<file path="src/dpsm_consts.svh">
// Constants for the dual-port semaphore and mailbox host controller
`ifndef DPSM_CONSTS_SVH
`define DPSM_CONSTS_SVH

// ----------------------------------------
// Address map of the far device
// ----------------------------------------
`define DPSM_AW            13
`define DPSM_DW            8
`define DPSM_MBOX_LEFT     13'h1FFE
`define DPSM_MBOX_RIGHT    13'h1FFF
`define DPSM_SEM_IDX_W     3
`define DPSM_SEM_TAKE_VAL  1'h0
`define DPSM_SEM_GIVE_VAL  1'h1

// ----------------------------------------
// Timing
// ----------------------------------------
`define DPSM_CLK_NS        20
`define DPSM_T_ACC_NS      55
`define DPSM_ACC_CYC       ((`DPSM_T_ACC_NS + `DPSM_CLK_NS - 1) / `DPSM_CLK_NS)
`define DPSM_CNT_W         3

`endif

</file>
<file path="src/dpsm_pkg.sv">
// Types for the dual-port semaphore and mailbox host controller
`include "dpsm_consts.svh"

package dpsm_pkg;

   // ----------------------------------------
   // User commands
   // ----------------------------------------
   typedef enum logic [2:0] {
      DPSM_OP_READ       = 3'h0,
      DPSM_OP_WRITE      = 3'h1,
      DPSM_OP_SEM_TAKE   = 3'h2,
      DPSM_OP_SEM_GIVE   = 3'h3,
      DPSM_OP_MAIL_POST  = 3'h4,
      DPSM_OP_MAIL_FETCH = 3'h5
   } dpsm_op_t;

   typedef struct packed {
      dpsm_op_t                 op;
      logic [`DPSM_AW-1:0]      addr;
      logic [`DPSM_DW-1:0]      data;
   } dpsm_cmd_t;

   typedef struct packed {
      logic                     ok;
      logic [`DPSM_DW-1:0]      data;
   } dpsm_rsp_t;

   // ----------------------------------------
   // Device port pins
   // ----------------------------------------
   typedef struct packed {
      logic                     chip_en_n;
      logic                     out_en_n;
      logic                     rd_wr_n;
      logic                     sem_en_n;
      logic [`DPSM_AW-1:0]      addr;
      logic [`DPSM_DW-1:0]      dq_o;
      logic                     dq_oe_n;
   } dpsm_pins_t;

   typedef struct packed {
      logic [`DPSM_DW-1:0]      dq_i;
      logic                     mail_n;
      logic                     busy_n;
   } dpsm_pins_in_t;

   typedef enum logic [2:0] {
      DPSM_IDLE = 3'b001,
      DPSM_ACT  = 3'b010,
      DPSM_GAP  = 3'b100
   } dpsm_state_t;

   typedef struct packed {
      dpsm_state_t              st;
      logic [`DPSM_CNT_W-1:0]   cnt;
      dpsm_cmd_t                cmd;
      logic                     wr;
      logic                     sem;
      logic [`DPSM_DW-1:0]      rdata;
      dpsm_pins_t               pins;
      logic                     rsp_valid;
      dpsm_rsp_t                rsp;
      logic                     mail_pend;
   } dpsm_regs_t;

endpackage

</file>
<file path="src/dpsm_host.sv">
// Host controller that drives one port of a dual-port semaphore/mailbox RAM
`timescale 1ns/1ps
`default_nettype none
`include "dpsm_consts.svh"

module dpsm_host
   import dpsm_pkg::*;
#(
   parameter bit RIGHT_PORT = 1'b0
)(
   input  wire logic          mclk,
   input  wire logic          arst_n,
   input  wire logic          cmd_valid,
   output logic               cmd_ready,
   input  wire dpsm_cmd_t     cmd,
   output logic               rsp_valid,
   output dpsm_rsp_t          rsp,
   output logic               mail_pending,
   output dpsm_pins_t         pins,
   input  wire dpsm_pins_in_t pins_in
);

   // ----------------------------------------
   // Mailbox addresses for this side
   // ----------------------------------------
   localparam logic [`DPSM_AW-1:0] MBOX_OWN  =
      RIGHT_PORT ? `DPSM_MBOX_RIGHT : `DPSM_MBOX_LEFT;
   localparam logic [`DPSM_AW-1:0] MBOX_PEER =
      RIGHT_PORT ? `DPSM_MBOX_LEFT : `DPSM_MBOX_RIGHT;
   localparam logic [`DPSM_CNT_W-1:0] ACC_LAST =
      `DPSM_CNT_W'(`DPSM_ACC_CYC - 1);

   localparam dpsm_pins_t PINS_IDLE = '{
      chip_en_n : 1'b1,
      out_en_n  : 1'b1,
      rd_wr_n   : 1'b1,
      sem_en_n  : 1'b1,
      addr      : '0,
      dq_o      : '0,
      dq_oe_n   : 1'b1
   };

   dpsm_regs_t r_q;
   dpsm_regs_t r_d;

   // ----------------------------------------
   // Command decode
   // ----------------------------------------
   logic                dec_sem;
   logic                dec_wr;
   logic [`DPSM_AW-1:0] dec_addr;
   logic [`DPSM_DW-1:0] dec_data;

   always_comb begin
      case (cmd.op)
         DPSM_OP_READ: begin
            dec_sem  = 1'b0;
            dec_wr   = 1'b0;
            dec_addr = cmd.addr;
            dec_data = cmd.data;
         end

         DPSM_OP_WRITE: begin
            dec_sem  = 1'b0;
            dec_wr   = 1'b1;
            dec_addr = cmd.addr;
            dec_data = cmd.data;
         end

         DPSM_OP_SEM_TAKE: begin
            dec_sem  = 1'b1;
            dec_wr   = 1'b1;
            dec_addr = {{(`DPSM_AW-`DPSM_SEM_IDX_W){1'b0}},
                        cmd.addr[`DPSM_SEM_IDX_W-1:0]};
            // Only bit zero reaches the latch; the other bits are kept quiet
            dec_data = {{(`DPSM_DW-1){1'b0}}, `DPSM_SEM_TAKE_VAL};
         end

         DPSM_OP_SEM_GIVE: begin
            dec_sem  = 1'b1;
            dec_wr   = 1'b1;
            dec_addr = {{(`DPSM_AW-`DPSM_SEM_IDX_W){1'b0}},
                        cmd.addr[`DPSM_SEM_IDX_W-1:0]};
            dec_data = {{(`DPSM_DW-1){1'b0}}, `DPSM_SEM_GIVE_VAL};
         end

         DPSM_OP_MAIL_POST: begin
            dec_sem  = 1'b0;
            dec_wr   = 1'b1;
            dec_addr = MBOX_PEER;
            dec_data = cmd.data;
         end

         DPSM_OP_MAIL_FETCH: begin
            dec_sem  = 1'b0;
            dec_wr   = 1'b0;
            dec_addr = MBOX_OWN;
            dec_data = cmd.data;
         end

         // Unused codes fall back to a plain read, which cannot disturb the far side
         default: begin
            dec_sem  = 1'b0;
            dec_wr   = 1'b0;
            dec_addr = cmd.addr;
            dec_data = cmd.data;
         end
      endcase
   end

   // ----------------------------------------
   // Next state
   // ----------------------------------------
   always_comb begin
      r_d = r_q;
      r_d.rsp_valid = 1'b0;
      // Flag pin is active low; raised and cleared by the far device
      r_d.mail_pend = ~pins_in.mail_n;
      case (r_q.st)
         DPSM_IDLE: begin
            if (cmd_valid) begin
               r_d.cmd = cmd;
               r_d.cnt = '0;
               r_d.sem = dec_sem;
               r_d.wr  = dec_wr;
               r_d.pins.addr = dec_addr;
               r_d.pins.dq_o = dec_data;
               // Chip enable and semaphore enable are never low together
               r_d.pins.chip_en_n = dec_sem;
               r_d.pins.sem_en_n  = ~dec_sem;
               r_d.pins.rd_wr_n   = ~dec_wr;
               r_d.pins.out_en_n  = dec_wr;
               r_d.pins.dq_oe_n   = ~dec_wr;
               r_d.st = DPSM_ACT;
            end
         end

         DPSM_ACT: begin
            r_d.cnt = r_q.cnt + 1'b1;
            // Busy is only watched here and only for memory accesses; a collision restarts the access
            if (!pins_in.busy_n && !r_q.sem) begin
               r_d.cnt = '0;
            end else if (r_q.cnt == ACC_LAST) begin
               r_d.rdata = pins_in.dq_i;
               r_d.pins.chip_en_n = 1'b1;
               r_d.pins.sem_en_n  = 1'b1;
               r_d.pins.rd_wr_n   = 1'b1;
               r_d.pins.out_en_n  = 1'b1;
               r_d.st = DPSM_GAP;
            end
         end

         DPSM_GAP: begin
            // Data held one cycle past the strobe for write hold time
            r_d.pins.dq_oe_n = 1'b1;
            if (r_q.cmd.op == DPSM_OP_SEM_TAKE && r_q.wr) begin
               // Read back to learn whether the latch was granted
               r_d.wr = 1'b0;
               r_d.cnt = '0;
               r_d.pins.sem_en_n = 1'b0;
               r_d.pins.out_en_n = 1'b0;
               r_d.st = DPSM_ACT;
            end else begin
               r_d.rsp_valid = 1'b1;
               r_d.rsp.data  = r_q.wr ? r_q.cmd.data : r_q.rdata;
               r_d.rsp.ok    = (r_q.cmd.op == DPSM_OP_SEM_TAKE) ?
                               (r_q.rdata[0] == `DPSM_SEM_TAKE_VAL) : 1'b1;
               r_d.st = DPSM_IDLE;
            end
         end

         default: begin
            r_d.st   = DPSM_IDLE;
            r_d.pins = PINS_IDLE;
         end
      endcase
   end

   // ----------------------------------------
   // State register
   // ----------------------------------------
   always_ff @(posedge mclk or negedge arst_n) begin
      if (!arst_n) begin
         r_q.st        <= DPSM_IDLE;
         r_q.cnt       <= '0;
         r_q.cmd       <= '0;
         r_q.wr        <= 1'b0;
         r_q.sem       <= 1'b0;
         r_q.rdata     <= '0;
         r_q.pins      <= PINS_IDLE;
         r_q.rsp_valid <= 1'b0;
         r_q.rsp       <= '0;
         r_q.mail_pend <= 1'b0;
      end else begin
         r_q <= r_d;
      end
   end

   // ----------------------------------------
   // Outputs
   // ----------------------------------------
   assign cmd_ready    = (r_q.st == DPSM_IDLE);
   assign rsp_valid    = r_q.rsp_valid;
   assign rsp          = r_q.rsp;
   assign mail_pending = r_q.mail_pend;
   assign pins         = r_q.pins;

endmodule
`default_nettype wire

</file>
<file path="config.mk">
export PLATFORM = sky130hd
export DESIGN_NAME = dpsm_host
export DESIGN_NICKNAME = d
export VERILOG_FILES = /design/src/dpsm_pkg.sv /design/src/dpsm_host.sv
export VERILOG_INCLUDE_DIRS = /design/src
export SDC_FILE = /design/constraint.sdc
export NUM_CORES = 1
export LEC_CHECK = 0
export ABC_AREA = 1
export BUFFER_PORTS_ARGS = -buffer_cell sky130_fd_sc_hd__buf_4
export CAP_MARGIN = 20
export CORE_UTILIZATION = 50
export CTS_CLUSTER_SIZE = 12
export DETAILED_ROUTE_END_ITERATION = 7
export HOLD_SLACK_MARGIN = 0.1
export PLACE_DENSITY = 0.75
export RECOVER_POWER = 25
export SLEW_MARGIN = 20
export SYNTH_ARGS = -nofsm -noshare
export SYNTH_HDL_FRONTEND = slang
export SYNTH_SLANG_ARGS = --single-unit
</file>
<file path="constraint.sdc">
create_clock -name mclk -period 3.1 [get_ports mclk]
set_input_delay 0.62 -clock mclk [delete_from_list [all_inputs] [get_ports mclk]]
set_output_delay 0.62 -clock mclk [all_outputs]
set_load 0.005 [all_outputs]
</file>
==> out/metrics.yaml <==
floorplan:
  die_h_um: 81.1
  io_pins: 75
  die_area_mm2: 0.00657
  die_w_um: 81.1
  core_area_mm2: 0.00599
  start_util_pct: 52.2
  rows: 28
layout:
  finalNetCount: 443
  post-route-util_pct: 60.8
  diodes: 0
  fillerInstances: 532
  final_area_mm2: 0.00364
  syn_to_final_growth_pct: 16.5
  final_layout_size_suffix_gt1_share_pct: 29.7
yosys:
  synth_top_area_share_pct: 46.4
  avgSynthCellArea_um2: 8.68
  ys_warn_count: 0
  ys_types: 28
  syn-num-nets: 401
  synth.area.top_cells: "dfrtp_1 (46%), nand2_1 (16%), buf_4 (8.6%)"
  yosysTopAreaCell: "dfrtp_1"
  yosysSeqAreaShare_pct: 51.5
  synth_seq_cells: 64
  netlist_area_mm2: 0.00313
  synth_cells: 360
cts:
  cts_max_path_buffers: 2
  cts_setup_buffers: 0
  cts_resized: 0
  root_buffer: "clkbuf_8"
  clock_sinks: 64
  holdBufCountCts: 0
  numCtsBuffers: 9
  clock_latency_ns: 0.34
  cts.clk_slew.worst_paths_ns: 0.07
  htree_num_levels: 3
  cts_tree: "built"
pwr:
  p_leak_uw: 0.00200
  power_density_mw_per_mm2: 853
  peakVddDrop_uv: 378
timing:
  tns_ns: 0
  fin_crit_sh_pct: 61.8
  finalSetupViolCount: 0
  hold_viol: 0
  finClkSkew_ns: 0.00809
  timing.fmax_mhz: 522
  drv_slew: 65
  tightestPinTransition_ns: 1.53
  period_needed_ns: 1.92
  hold_ws_ns: 0.436
  max-slew-margin-rel_pct: -1.80
  rsz0062_at_grt: "false"
worst_setup_path:
  max_stage_delay_ns: 0.45
  end_kind: "primary output"
  crit_required_ns: 2.48
  crit_slowest_cell: "dfrtp_1"
  worstSetupPathType: "reg2out"
  cp_num_buf_inv: 2
  crit_family: "flip-flops"
  cp_cell_sequence: "nor2_4, nand2_4, inv_1, buf_4"
  critPathLaunchType: "flip-flop"
  crit_arrival_ns: 1.30
  worst-path-max-fanout: 6
global_route:
  grt_pass1_wl_um: 10100
  grt_max_degree: 65
  overflow: 0
  global_route.usage.met1_pct: 26.8
  use_met3_pct: 4.83
  grt_pass1_vias: 2198
  top_usage_layer: "met2"
  grtUsageMet2_pct: 32.4
  antenna_found_initial: 0
  track_usage_pct: 20.6
detailed_routing:
  drtIter0Drc: 116
  drc: 0
  vias_per_cell: 4.86
  first_pass_iters: 4
  antenna_left: 0
  wirelength_um: 5970
  wl_per_cell_um: 12.4
  vias: 2341
run_status:
  violations: "max-capacitance violations, max-slew violations"
  run_status: "complete, but fails checks"
place:
  placed_area_mm2: 0.00344
  dp_hpwl_um: 4250
  io_buffers: 74
  gp_congestion: 0.757
worst_hold_path:
  hold_path_class: "in2reg"
flow_run:
  cap_violations: 1
-- logic make-up after synthesis --
| family | after synthesis | share of synthesized area [%] |
|---|---|---|
| adder cells (fa/ha/maj) | 4 | 1.60 |
| flip-flops | 64 | 51.5 |
| AO/OA/AOI/OAI | 33 | 6.17 |
| XOR/XNOR | 1 | 0.280 |
| buffers and inverters | 66 | 13.6 |
| AND/OR/NAND/NOR | 192 | 26.9 |
-- flip-flops by register name, summed over array words and instances, names as in the netlist --
register	flops
rsp	9
pins	26
rsp_valid	1
r_q	27
mail_pending	1
-- stage by stage --
step | worst slack, ns | instances | total power, uW
finish | 1.18 | 482 | 3110
global placement | 1.37 | 466 | 2360
floorplan | 1.51 | 360 | 2170
CTS | 1.17 | 482 | 3140
detailed placement | 1.32 | 466 | 2390
global route | 1.12 | 482 | 3330
-- per-layer routing --
layer  up-vias  share of wire (%)
met2        67                 46
met4         0                2.0
li1       1176                  -
met5         -                  0
met1      1087                 46
met3        11                6.0
-- placed cells by master, fill, tap and decap left out, drive strengths merged --
cell and instances:
nand2 140, buf 72, dfrtp 58, nor2 25, inv 24, o21ai 23, nand3 19, clkbuf 12
o211ai 7, or2 6, dfstp 6, ha 4, a21oi 2, clkinvlp 2, clkinv 2, nor3 1
o21bai 1, nand4 1, xor2 1, bufinv 1
-- worst reg2reg max path, stage by stage (launching register included) --
cell and delay [ns]:
dfrtp_1 0.49, inv_2 0.18, nor2_1 0.08, nor2_1 0.54
o211ai_1 0.21, nand2_1 0.10
-- synthesized netlist by cell type (all sizes together) --
library cell / number
ha: 4
o21bai: 1
dfrtp: 58
clkbuf: 1
a21oi: 2
dfstp: 6
xor2: 1
nand4: 1
nand3: 19
o21ai: 23
inv: 23
buf: 42
o211ai: 7
nor2: 25
or2: 6
nand2: 140
nor3: 1
-- area by class of cell --
cell class                 instances  area (um2)  area share (%)
multi-input combinational        230        1090            30.0
inverter                          23        88.8            2.44
timing repair buffer              74         553            15.2
clock inverter                     6        67.6            1.86
tap                               75        93.8            2.58
clock buffer                      10         138            3.78
sequential                        64        1610            44.2
-- final timing paths --
check,slack (ns),endpoint,from,cells past startpoint
worst max-delay path,1.18,cmd_ready,r_q[76]$_DFFE_PN0P_,4
worst min-delay path,0.44,mail_pending$_DFF_PN0_,pins_in[1],2
worst max register to register,1.45,rsp[5]$_DFFE_PN0P_,r_q[46]$_DFFE_PN0P_,5
worst min register to register,0.47,pins[22]$_DFFE_PN1P_,pins[22]$_DFFE_PN1P_,2
max in group asynchronous,1.54,rsp[0]$_DFFE_PN0P_,arst_n,1
min in group asynchronous,0.65,pins[2]$_DFFE_PN0P_,arst_n,1
-- power breakdown --
part	leakage, uW	total, uW	internal [uW]	switching, uW
clock network	0.0000989	731	395	335
registers	0.000835	1330	1150	184
logic	0.00107	1040	453	588
Note: power is estimated with default switching activity, not from simulation.
